File: config.mk
export PLATFORM = sky130hd
export DESIGN_NAME = ctm_channel_ctrl
export DESIGN_NICKNAME = d
export VERILOG_FILES = /design/src/core/ctm_channel_ctrl.v /design/src/core/ctm_decode.v
export VERILOG_INCLUDE_DIRS = /design/src /design/src/core
export SDC_FILE = /design/constraint.sdc
export NUM_CORES = 1
export LEC_CHECK = 0
export BUFFER_PORTS_ARGS = -buffer_cell sky130_fd_sc_hd__buf_2
export CAP_MARGIN = 20
export CORE_AREA = 5 5 106 133
export DETAILED_ROUTE_END_ITERATION = 16
export DIE_AREA = 0 0 111 138
export GPL_TIMING_DRIVEN = 0
export PLACE_DENSITY = 0.87
export SLEW_MARGIN = 20
export SYNTH_ARGS = -nofsm -noshare
export SYNTH_HDL_FRONTEND = slang
export SYNTH_SLANG_ARGS = --single-unit
File: constraint.sdc
create_clock -name clk_sys_in -period 9.5 [get_ports clk_sys_in]
set_input_delay 0.95 -clock clk_sys_in [delete_from_list [all_inputs] [get_ports clk_sys_in]]
set_output_delay 0.95 -clock clk_sys_in [all_outputs]
set_load 0.02 [all_outputs]
File: src/core/ctm_map.vh
`ifndef CTM_MAP_VH
`define CTM_MAP_VH
// channel function codes
`define CTM_FN_ENTER_TARGET 5'h10
`define CTM_FN_ENTER_TAGS 5'h11
`define CTM_FN_READ_STATUS 5'h0c
`define CTM_FN_READ_TAGS 5'h0d
// target-and-mode register fields
`define CTM_ADDR_LSB 0
`define CTM_ADDR_MSB 7
`define CTM_SKIP_BIT 8
`define CTM_STACK_BIT 9
`define CTM_CHAIN_LSB 10
`define CTM_CHAIN_MSB 11
`define CTM_INTR_LSB 12
`define CTM_INTR_MSB 13
`define CTM_CHTYPE_LSB 14
`define CTM_CHTYPE_MSB 15
// tag override register fields
`define CTM_TAG_LSB 0
`define CTM_TAG_MSB 9
`define CTM_CLKOUT_BIT 12
`define CTM_INHPAR_BIT 13
`define CTM_FRCPAR_BIT 14
// reset values
`define CTM_TARGET_RST 16'h0000
`define CTM_TAGS_RST 16'h0000
`endif

File: src/core/ctm_channel_ctrl.v
// Function
// - function 16 copies the whole 16-bit accumulator into target-and-mode
// - low byte is target address 0-255, driven onto outbound bus
// - loading either register leaves busy and done flags unchanged
// - every function 16 rewrites all eight mode bits
// - skip bit 8 suppresses local memory writes during read transfers
// - bit 9 holds the stack-status mode flag
// - bits 11:10 pick chaining: none, channel end, device end, either
// - bits 13:12 pick interrupt: off, request-in, status-in, disconnect-in
// - bits 15:14 pick channel: selector, byte mux, block mux, reserved
// - function 17 loads the accumulator into tag override register
// - override bits 0-9 drive the ten outbound tags in order
// - bit 12 clock out, 13 inhibits parity check, 14 forces parity
// - function 16 also loads the intermediate status register
// - next input-tag read after function 17 returns the override word
`timescale 1ns/1ps
`include "ctm_map.vh"
module ctm_channel_ctrl (
	// clock and reset
	input wire clk_sys_in,
	input wire sys_rst_in,
	// io_processor function port
	input wire block_channel_function_in,
	input wire [4:0] func_code_in,
	input wire [15:0] accum_in,
	// channel state from the transfer logic
	input wire read_xfer_in,
	input wire mem_wr_req_in,
	input wire [7:0] chan_status_in,
	input wire [15:0] input_tags_in,
	input wire busy_set_in,
	input wire done_set_in,
	input wire flags_clr_in,
	// accumulator return
	output reg [15:0] accum_ret_out,
	output reg accum_ret_valid_out,
	// outbound bus and tags
	output reg [7:0] bus_out_addr_out,
	output reg [9:0] tags_out,
	output reg clock_tag_out,
	output reg parity_inhibit_out,
	output reg parity_force_out,
	// mode outputs
	output reg local_mem_wr_out,
	output reg stack_status_out,
	output reg [3:0] chain_mode_out,
	output reg [3:0] intr_mode_out,
	output reg [3:0] chan_type_out,
	// channel flags
	output reg chan_busy_out,
	output reg chan_done_out
);
	reg [15:0] target_q;
	reg [15:0] tags_q;
	reg [15:0] status_q;
	reg [15:0] tag_capture_q;
	reg loop_pending_q;
	reg stat_pending_q;
	wire [3:0] chain_oh;
	wire [3:0] intr_oh;
	wire [3:0] chtype_oh;
	wire [23:0] pin_raw = {input_tags_in, chan_status_in};
	wire [23:0] pin_sync;
	wire [7:0] status_sync;
	wire [15:0] tags_in_sync;
	genvar gi;

	// true when the strobe carries the given function code
	function fn_hit;
		input strobe;
		input [4:0] code;
		input [4:0] want;
		begin
			fn_hit = strobe && (code == want);
		end
	endfunction

	wire fn16 = fn_hit(block_channel_function_in, func_code_in, `CTM_FN_ENTER_TARGET);
	wire fn17 = fn_hit(block_channel_function_in, func_code_in, `CTM_FN_ENTER_TAGS);
	wire fn12 = fn_hit(block_channel_function_in, func_code_in, `CTM_FN_READ_STATUS);
	wire fn13 = fn_hit(block_channel_function_in, func_code_in, `CTM_FN_READ_TAGS);

	// channel pins cross in through three stages; taken once stages two and three agree
	generate
		for (gi = 0; gi < 24; gi = gi + 1) begin : g_pin_sync
			reg meta_q;
			reg mid_q;
			reg late_q;
			reg agreed_q;
			always @(posedge clk_sys_in or posedge sys_rst_in) begin
				if (sys_rst_in) begin
					meta_q <= 1'b0;
					mid_q <= 1'b0;
					late_q <= 1'b0;
					agreed_q <= 1'b0;
				end else begin
					meta_q <= pin_raw[gi];
					mid_q <= meta_q;
					late_q <= mid_q;
					if (mid_q == late_q)
						agreed_q <= late_q;
				end
			end
			assign pin_sync[gi] = agreed_q;
		end
	endgenerate
	assign status_sync = pin_sync[7:0];
	assign tags_in_sync = pin_sync[23:8];

	ctm_decode u_decode (
		.chain_sel_in(target_q[`CTM_CHAIN_MSB:`CTM_CHAIN_LSB]),
		.intr_sel_in(target_q[`CTM_INTR_MSB:`CTM_INTR_LSB]),
		.chtype_sel_in(target_q[`CTM_CHTYPE_MSB:`CTM_CHTYPE_LSB]),
		.chain_oh_out(chain_oh),
		.intr_oh_out(intr_oh),
		.chtype_oh_out(chtype_oh)
	);

	// programming registers
	always @(posedge clk_sys_in or posedge sys_rst_in) begin
		if (sys_rst_in) begin
			target_q <= `CTM_TARGET_RST;
			tags_q <= `CTM_TAGS_RST;
		end else begin
			if (fn16)
				target_q <= accum_in;
			if (fn17)
				tags_q <= accum_in;
		end
	end

	// status path: a read after a load returns the loaded word, otherwise it
	// returns the held word (still the loaded word on the second read after a load) and captures live address and status for the next read
	always @(posedge clk_sys_in or posedge sys_rst_in) begin
		if (sys_rst_in) begin
			status_q <= 16'h0000;
			stat_pending_q <= 1'b0;
		end else begin
			if (fn16) begin
				status_q <= accum_in;
				stat_pending_q <= 1'b1;
			end else if (fn12) begin
				stat_pending_q <= 1'b0;
				if (!stat_pending_q)
					status_q <= {target_q[`CTM_ADDR_MSB:`CTM_ADDR_LSB], status_sync};
			end
		end
	end

	// tag path: same two-step scheme, loopback of the override word first
	always @(posedge clk_sys_in or posedge sys_rst_in) begin
		if (sys_rst_in) begin
			tag_capture_q <= 16'h0000;
			loop_pending_q <= 1'b0;
		end else begin
			if (fn17) begin
				tag_capture_q <= accum_in;
				loop_pending_q <= 1'b1;
			end else if (fn13) begin
				loop_pending_q <= 1'b0;
				if (!loop_pending_q)
					tag_capture_q <= tags_in_sync;
			end
		end
	end

	// read return word and its one-cycle valid pulse
	always @(posedge clk_sys_in or posedge sys_rst_in) begin
		if (sys_rst_in) begin
			accum_ret_out <= 16'h0000;
			accum_ret_valid_out <= 1'b0;
		end else begin
			accum_ret_valid_out <= fn12 || fn13;
			if (fn12)
				accum_ret_out <= status_q;
			else if (fn13)
				accum_ret_out <= tag_capture_q;
		end
	end

	// busy/done are set and cleared only by transfer logic, never by 16/17
	always @(posedge clk_sys_in or posedge sys_rst_in) begin
		if (sys_rst_in) begin
			chan_busy_out <= 1'b0;
			chan_done_out <= 1'b0;
		end else begin
			if (busy_set_in)
				chan_busy_out <= 1'b1;
			else if (flags_clr_in)
				chan_busy_out <= 1'b0;
			if (done_set_in)
				chan_done_out <= 1'b1;
			else if (flags_clr_in)
				chan_done_out <= 1'b0;
		end
	end

	// registered outbound drives and mode outputs
	always @(posedge clk_sys_in or posedge sys_rst_in) begin
		if (sys_rst_in) begin
			bus_out_addr_out <= 8'h00;
			tags_out <= 10'h000;
			clock_tag_out <= 1'b0;
			parity_inhibit_out <= 1'b0;
			parity_force_out <= 1'b0;
			local_mem_wr_out <= 1'b0;
			stack_status_out <= 1'b0;
			chain_mode_out <= 4'h1;
			intr_mode_out <= 4'h1;
			chan_type_out <= 4'h1;
		end else begin
			bus_out_addr_out <= target_q[`CTM_ADDR_MSB:`CTM_ADDR_LSB];
			tags_out <= tags_q[`CTM_TAG_MSB:`CTM_TAG_LSB];
			clock_tag_out <= tags_q[`CTM_CLKOUT_BIT];
			parity_inhibit_out <= tags_q[`CTM_INHPAR_BIT];
			parity_force_out <= tags_q[`CTM_FRCPAR_BIT];
			local_mem_wr_out <= mem_wr_req_in &&
				!(read_xfer_in && target_q[`CTM_SKIP_BIT]);
			stack_status_out <= target_q[`CTM_STACK_BIT];
			chain_mode_out <= chain_oh;
			intr_mode_out <= intr_oh;
			chan_type_out <= chtype_oh;
		end
	end
endmodule // ctm_channel_ctrl

File: src/core/ctm_decode.v
`timescale 1ns/1ps
// decodes the two-bit mode fields into one-hot selects
module ctm_decode (
	// mode fields
	input wire [1:0] chain_sel_in,
	input wire [1:0] intr_sel_in,
	input wire [1:0] chtype_sel_in,
	// decoded selects
	output wire [3:0] chain_oh_out,
	output wire [3:0] intr_oh_out,
	output wire [3:0] chtype_oh_out
);
	function [3:0] one_hot;
		input [1:0] sel;
		begin
			one_hot = 4'h1 << sel;
		end
	endfunction

	assign chain_oh_out = one_hot(chain_sel_in);
	assign intr_oh_out = one_hot(intr_sel_in);
	assign chtype_oh_out = one_hot(chtype_sel_in);
endmodule // ctm_decode

==> key figures, run 1 <==
STA
  – Fmax: 413 MHz
  – Clock Skews: 0.0179 ns
  – RSZ-0062 raised after global routing: no
  – Final Hold Viols: 0
  – Slew at the pin with the worst max-slew slack: 0.601 ns
  – Final period util: 25.5%
  – Final setup viols: 0
  – Setup TNS: 0 ns
  – Max Transition Viols Final: 0
  – WHS: 0.341 ns
  – Tmin final: 2.42 ns
  – Slew HR: 59.4%

Setup path
  – CP endpoint kind: flop
  – Worst EP required: 9.87 ns
  – Arrival @ worst endpoint: 2.79 ns
  – CP Class: primary input to flop
  – Reg2Reg Setup Slack: 7.66 ns
  – Startpoint type of the worst setup path: primary input
  – Maximum fanout along the worst path: 10

Floorplan
  – Die area: 0.0153 mm^2
  – Row cnt: 46
  – Initial Util: 59.5%
  – Die height: 138 um
  – Die X: 111 um
  – I/O pins: 107
  – CORE AREA: 0.0126 mm^2

Finish
  – Fillers: 836
  – Antenna cells: 0
  – Most frequent cells in the layout: 210 x dfrtp_1, 111 x buf_2, 48 x mux2_2
  – Post-Layout Cell Count: 820
  – Share of cells above drive strength 1: 33.1%
  – Commonest non-fill, non-tap cell in the layout: dfrtp_1
  – Final core utilization: 71.3%
  – P&R area growth vs syn: 19.8%
  – # nets final: 692

Clocking
  – Clock Path Buffers: 3
  – CTS Sinks: 213
  – CTS tree: yes
  – Reg clk slew, reported paths: 0.06 ns
  – Cts bufs inserted: 20
  – H-tree depth: 1
  – Post-CTS Hold Buffers: 0
  – Resized cells post-CTS: 0
  – Clock latency on the worst-skew pair: 0.48 ns
  – Setup Fix Bufs, Post-CTS: 0
  – CTS Root Cell: clkbuf_16

Global route
  – Number of global-route vias before repair: 4869
  – Overflow after GRT: 0
  – Initial antenna violation count: 0
  – Largest net degree at the start of global routing: 92
  – GRT Total Usage: 20.0%
  – Global-route wire length before repair: 25.2 mm

Run status
  – Status: completed

Power
  – P_sw: 0.574 mW
  – Power Density: 250 mW/mm^2
  – Comb pwr share: 13.9%
  – Internal Pwr Total: 1.68 mW
  – Leak: 4.14 nW
  – Sequential cell fraction of total power: 50.0%
  – Clock Power Share: 36.1%
  – Net Sw Frac: 25.5%
  – Worst IR Drop VDD: 0.000172 V

Routing
  – DRT Wirelength: 15.2 mm
  – Via count: 4609
  – Post-route ant nets: 0
  – DRC viols: 0
  – Initial DRC count: 362
  – Detailed Routing Iterations Pass 1: 5
  – Vias per inst: 5.62
  – Wirelength per Cell: 18.5 um

Synthesis
  – Synth Flop Type: dfrtp_1
  – EDFF count, synth: 0
  – Syn nets: 563
  – Synth Cell Area: 0.00751 mm^2
  – Ys Warns: 0
  – Sequential-to-total area share from yosys stat: 71.1%
  – Post-synthesis cell count: 510
  – Asr flop ratio synth: 100%
  – Synth top area cells: dfrtp_1 70%, mux2_2 7.2%, maj3_1 3.2%
  – Top cell type's share of synthesized area: 70.0%
  – Syn avg cell area: 14.7 um^2
  – Yosys cell types: 32
  – Yosys reg bits: 213
  – Synth area leader: dfrtp_1

Placed design
  – Final Wtd Congestion: 0.852
  – DP Wirelength: 10.8 mm
  – Number of port buffers: 105
  – Placed cells: 785

Min path
  – Hold Crit Class: flop to flop

Job
  – Maxcap violations: 0
[cell type report]
type | instances | area (um^2) | share of cell area, %
Clock buffer | 28 | 592 | 6.58
Clock inverter | 7 | 96.3 | 1.07
Multi-Input combinational cell | 251 | 1950 | 21.7
Buffer | 31 | 161 | 1.79
Timing Repair Buffer | 107 | 581 | 6.46
Sequential cell | 213 | 5330 | 59.3
Tap cell | 168 | 210 | 2.34
Inverter | 15 | 63.8 | 0.710
[critical path: stages]
cell and delay, ns:
buf_2 0.09, buf_2 0.21, nand3b_1 0.33, nor2_2 0.48, buf_2 0.34, mux2_2 0.37
[power groups by stage]
stage | clock [mW] | combinational, mW | sequential, mW
2_1_floorplan | 0 | 0.145 | 1.18
3_3_place_gp | 0 | 0.301 | 1.13
3_5_place_dp | 0 | 0.317 | 1.14
4_1_cts | 0.831 | 0.318 | 1.13
5_1_grt | 0.863 | 0.341 | 1.14
6_report | 0.812 | 0.313 | 1.13
[metal layers]
metal	vias to the layer above	global-route usage (%)	part of all wire, %
met4	0	6.42	2.5
met1	2319	25.4	40
met2	181	35.1	51
li1	2068	-	-
met3	41	3.40	5.7
met5	-	0	0
[synthesized netlist by cell type, drive strengths merged, types with 2 or more instances]
library cell / number
maj3: 24
o21ai: 32
nand4: 22
dfrtp: 210
inv: 14
nor2b: 13
nor3: 32
nand3b: 2
a31oi: 32
dfstp: 3
and2: 3
a21o: 2
buf: 11
or3b: 2
or3: 10
nand4bb: 2
nor2: 4
or2: 2
mux2: 61
clkbuf: 20
[metrics by stage]
stage	instance area, um^2	setup WS [ns]	power [mW]
2_1_floorplan	7510	2.73	1.33
3_3_place_gp	8240	1.12	1.43
3_5_place_dp	8300	6.57	1.46
4_1_cts	8990	7.08	2.28
5_1_grt	8990	6.98	2.35
6_report	8990	7.08	2.25
[cell families after synthesis]
group           count (synthesis)  synth area share, %
compound gates                 70                 5.40
fa+ha+maj                      24                 3.20
simple gates                   96                 7.63
buf+inv                        46                 2.90
flops                         213                 71.1
mux                            61                 9.80
[registers in the layout, indices dropped and copies added, names as in the netlist, 4 cells and up]
signal,cells
g_pin_sync.agreed_q,24
g_pin_sync.late_q,24
g_pin_sync.meta_q,24
g_pin_sync.mid_q,24
accum_ret_out,16
status_q,16
tag_capture_q,16
target_q,16
tags_q,13
tags_out,10
bus_out_addr_out,8
chain_mode_out,4
chan_type_out,4
intr_mode_out,4
[final timing paths]
kind	from	to	cells after the start
max	func_code_in[2]	accum_ret_out[7]	6
min	g_pin_sync[11].meta_q	g_pin_sync[11].mid_q	0
max reg2reg	loop_pending_q	tag_capture_q[1]	4
min reg2reg	g_pin_sync[11].meta_q	g_pin_sync[11].mid_q	0
max in group asynchronous	sys_rst_in	g_pin_sync[7].late_q	4
min in group asynchronous	sys_rst_in	g_pin_sync[18].meta_q	2
Power figures use the tool's default switching activity.
==> inputs of run 2 (changes only) <==
--- a/config.mk
+++ b/config.mk
@@ -6,13 +6,14 @@
 export SDC_FILE = /design/constraint.sdc
 export NUM_CORES = 1
 export LEC_CHECK = 0
+export ABC_AREA = 1
 export BUFFER_PORTS_ARGS = -buffer_cell sky130_fd_sc_hd__buf_2
 export CAP_MARGIN = 20
-export CORE_AREA = 5 5 106 133
+export CORE_AREA = 5 5 115 144
 export DETAILED_ROUTE_END_ITERATION = 16
-export DIE_AREA = 0 0 111 138
+export DIE_AREA = 0 0 120 149
 export GPL_TIMING_DRIVEN = 0
-export PLACE_DENSITY = 0.87
+export PLACE_DENSITY = 0.79
 export SLEW_MARGIN = 20
 export SYNTH_ARGS = -nofsm -noshare
 export SYNTH_HDL_FRONTEND = slang
==> constraint.sdc (replaced) <==
create_clock -name clk_sys_in -period 1.9 [get_ports clk_sys_in]
set_input_delay 0.19 -clock clk_sys_in [delete_from_list [all_inputs] [get_ports clk_sys_in]]
set_output_delay 0.19 -clock clk_sys_in [all_outputs]
set_load 0.02 [all_outputs]
==> run 2 against run 1 <==
Against the previous run:
- highest routed layer is now met5
- clock skew shrank 0.011 ns
- area after synthesis is 0.43% higher
- utilization decreased by 8.4 points
- hold slack got worse by 0.32 ns
- die area is 17% higher
- via count is 13% higher
- clock power rose to 4.9 times the previous value
- critical path type is now primary input to async pin
- combinational power grew to 4.9 times the previous value
==> key figures, run 2 <==
Synthesis
  – Ys Warns: 0 (unchanged)
  – Synth top cells by count: 237 x nand2_1, 210 x dfrtp_1, 49 x inv_1
  – Asr flop ratio synth: 100% (unchanged)
  – Synth Cell Area: 0.00754 mm^2 (+0.43%)
  – Syn avg cell area: 11.2 um^2 (-24%)
  – Yosys reg bits: 213 (unchanged)
  – Syn nets: 729 (+29%)
  – Synth area leader: dfrtp_1
  – Top cell type's share of synthesized area: 69.7% (-0.30 points)
  – Synth top area cells: dfrtp_1 70%, nand2_1 12%, nand4_1 4.0%
  – Post-synthesis cell count: 676 (+33%)
  – Most frequent cell after synthesis: nand2_1
  – Synth Flop Type: dfrtp_1
  – Sequential-to-total area share from yosys stat: 70.8% (-0.31 points)
  – EDFF count, synth: 0 (unchanged)
  – Yosys cell types: 21 (-34%)

Setup path
  – Most frequent CP cell: buf_12
  – Buf/Inv on CP: 6 (+3)
  – Startpoint type of the worst setup path: primary input
  – Crit path largest cell delay: 0.54 ns (+0.06 ns)
  – CP cell instances: dlygate4sd3_1, buf_2, clkinvlp_4, buf_12, buf_12, buf_12
  – Critical path's slowest cell: dlygate4sd3_1
  – CP Class: primary input to async pin
  – CP endpoint kind: async pin
  – Arrival @ worst endpoint: 2.10 ns (-0.69 ns)
  – Maximum fanout along the worst path: 37 (+27)
  – Critical path's top delay family: buffers and inverters
  – Worst EP required: 2.58 ns (-7.29 ns)

STA
  – Slew HR: 56.2% (-3.2 points)
  – Final WS setup: 0.477 ns (-6.60 ns)
  – Setup TNS: 0 ns (unchanged)
  – Slew at the pin with the worst max-slew slack: 0.656 ns (+0.0542 ns)
  – WHS: 0.0188 ns (-0.322 ns)
  – Fmax: 703 MHz
  – Final period util: 74.9%
  – Final Hold Viols: 0 (unchanged)
  – Tmin final: 1.42 ns
  – Max Transition Viols Final: 0 (unchanged)
  – RSZ-0062 raised after global routing: no
  – Final setup viols: 0 (unchanged)
  – Clock Skews: 0.00662 ns (-0.0113 ns)

Global route
  – Largest net degree at the start of global routing: 38 (-59%)
  – GRT Total Usage: 18.8% (-1.2 points)
  – Global-route wire length before repair: 26.8 mm (+6.2%)
  – Overflow after GRT: 0 (unchanged)
  – Initial antenna violation count: 7 (+7)
  – Number of global-route vias before repair: 5304 (+8.9%)

Power
  – Power, Total: 11.0 mW (+390%)
  – Leak: 4.99 nW (+20%)
  – Sequential cell fraction of total power: 49.9% (about the same)
  – P_sw: 2.88 mW (+400%)
  – Clock Power Share: 36.2% (about the same)
  – Power Density: 1170 mW/mm^2 (+370%)
  – Comb pwr share: 13.8% (about the same)
  – Net Sw Frac: 26.0% (+0.55 points)
  – Worst IR Drop VDD: 0.000732 V (+330%)
  – Internal Pwr Total: 8.17 mW (+390%)

Routing
  – DRT Wirelength: 16.2 mm (+6.6%)
  – Initial DRC count: 395 (+9.1%)
  – Detailed Routing Iterations Pass 1: 5 (unchanged)
  – DRC viols: 0 (unchanged)
  – Via count: 5225 (+13%)
  – Post-route ant nets: 0 (unchanged)
  – Vias per inst: 5.02 (-11%)
  – Wirelength per Cell: 15.6 um (-16%)

Clocking
  – H-tree depth: 1 (unchanged)
  – CTS Root Cell: clkbuf_16
  – Reg clk slew, reported paths: 0.06 ns (about the same)
  – Clock latency on the worst-skew pair: 0.48 ns (about the same)
  – CTS tree: yes
  – CTS Sinks: 213 (unchanged)
  – Cts bufs inserted: 20 (unchanged)
  – Clock Path Buffers: 3 (unchanged)
  – Setup Fix Bufs, Post-CTS: 0 (unchanged)

Floorplan
  – Initial Util: 50.4% (-9.1 points)
  – Row cnt: 50 (+8.7%)
  – I/O pins: 107 (unchanged)
  – CORE AREA: 0.0150 mm^2 (+19%)
  – Die X: 120 um (+8.1%)
  – Die height: 149 um (+8.0%)
  – Die area: 0.0179 mm^2 (+17%)

Run status
  – Status: completed

Placed design
  – Placed cells: 970 (+24%)
  – DP Area: 0.00842 mm^2 (+1.4%)
  – Final Wtd Congestion: 0.906 (+6.3%)
  – Worst slack at placement: 0.365 ns (-6.20 ns)
  – Number of port buffers: 106 (+0.95%)
  – DP Wirelength: 11.6 mm (+7.6%)

Finish
  – Final core utilization: 62.9% (-8.4 points)
  – Share of cells above drive strength 1: 21.0% (-12 points)
  – Most frequent cells in the layout: 237 x nand2_1, 210 x dfrtp_1, 117 x buf_2
  – Fin area: 0.00941 mm^2 (+4.6%)
  – Commonest non-fill, non-tap cell in the layout: nand2_1
  – Post-Layout Cell Count: 1041 (+27%)
  – Fillers: 1152 (+38%)
  – # nets final: 893 (+29%)
  – P&R area growth vs syn: 24.8%

Min path
  – Hold Crit Class: primary input to flop

Job
  – Maxcap violations: 0 (unchanged)
-- run 2: cell families (layout without fill, tap and decap cells) --
logic type	after synthesis	after routing	share of synthesized area, %
other cells	0	5	0
fa+ha+maj	24	24	3.19
flops	213	213	70.8
buf+inv	81	259	4.66
compound gates	3	3	0.299
simple gates	355	355	21.1
-- run 2: path summary, 6_finish.rpt --
path                                       start                   end  slack, ns  cells past startpoint
max in group clk_sys_in         intr_mode_out[0]      intr_mode_out[0]       0.56                      1
max                                   sys_rst_in           tags_out[8]       0.48                      6
min reg2reg                g_pin_sync[22].meta_q  g_pin_sync[22].mid_q       0.34                      0
min in group asynchronous             sys_rst_in  g_pin_sync[7].meta_q       0.35                      3
max reg2reg                          target_q[8]      local_mem_wr_out       0.63                      2
min                                  accum_in[1]           target_q[1]       0.02                      3
-- run 2: layout make-up --
type,instances,area [um^2],share of cell area [%]
Tap cell,182,228,2.42
Antenna cell,5,12.5,0.133
Multi-Input combinational cell,382,1850,19.7
Clock buffer,29,586,6.23
Inverter,52,199,2.11
Timing Repair Buffer,142,951,10.1
Buffer,29,156,1.66
Clock inverter,7,87.6,0.931
Sequential cell,213,5330,56.7
-- run 2: layer usage --
layer	part of all wire, %	GRT usage [%]	wire, um	vias up
met5	0.17	0	28	-
met4	3.3	7.28	534	6
met3	6.8	3.72	1100	47
met2	50	32.5	8110	193
met1	40	23.4	6440	2477
li1	-	-	-	2502
-- run 2: timing repair --
action	in CTS	in global routing
hold buffers	30	0
gates resized for setup	0	0
endpoints found under the hold margin	54	0
setup endpoints to repair	0	0
-- run 2: power groups by stage --
stage	Sequential (mW)	Clock [mW]	Combinational (mW)
after floorplan	5.80	0	0.678
after global placement	5.58	0	1.40
after detailed placement	5.60	0	1.48
after CTS	5.52	4.08	1.54
after global routing	5.59	4.27	1.71
final	5.52	4.00	1.53
-- run 2: worst reg2reg max path, delay by kind of cell (launching register included) --
| family | cells | cell delay, ns |
|---|---|---|
| AO/OA/AOI/OAI | 1 | 0.21 |
| buffers and inverters | 1 | 0.59 |
| flip-flops | 1 | 0.41 |
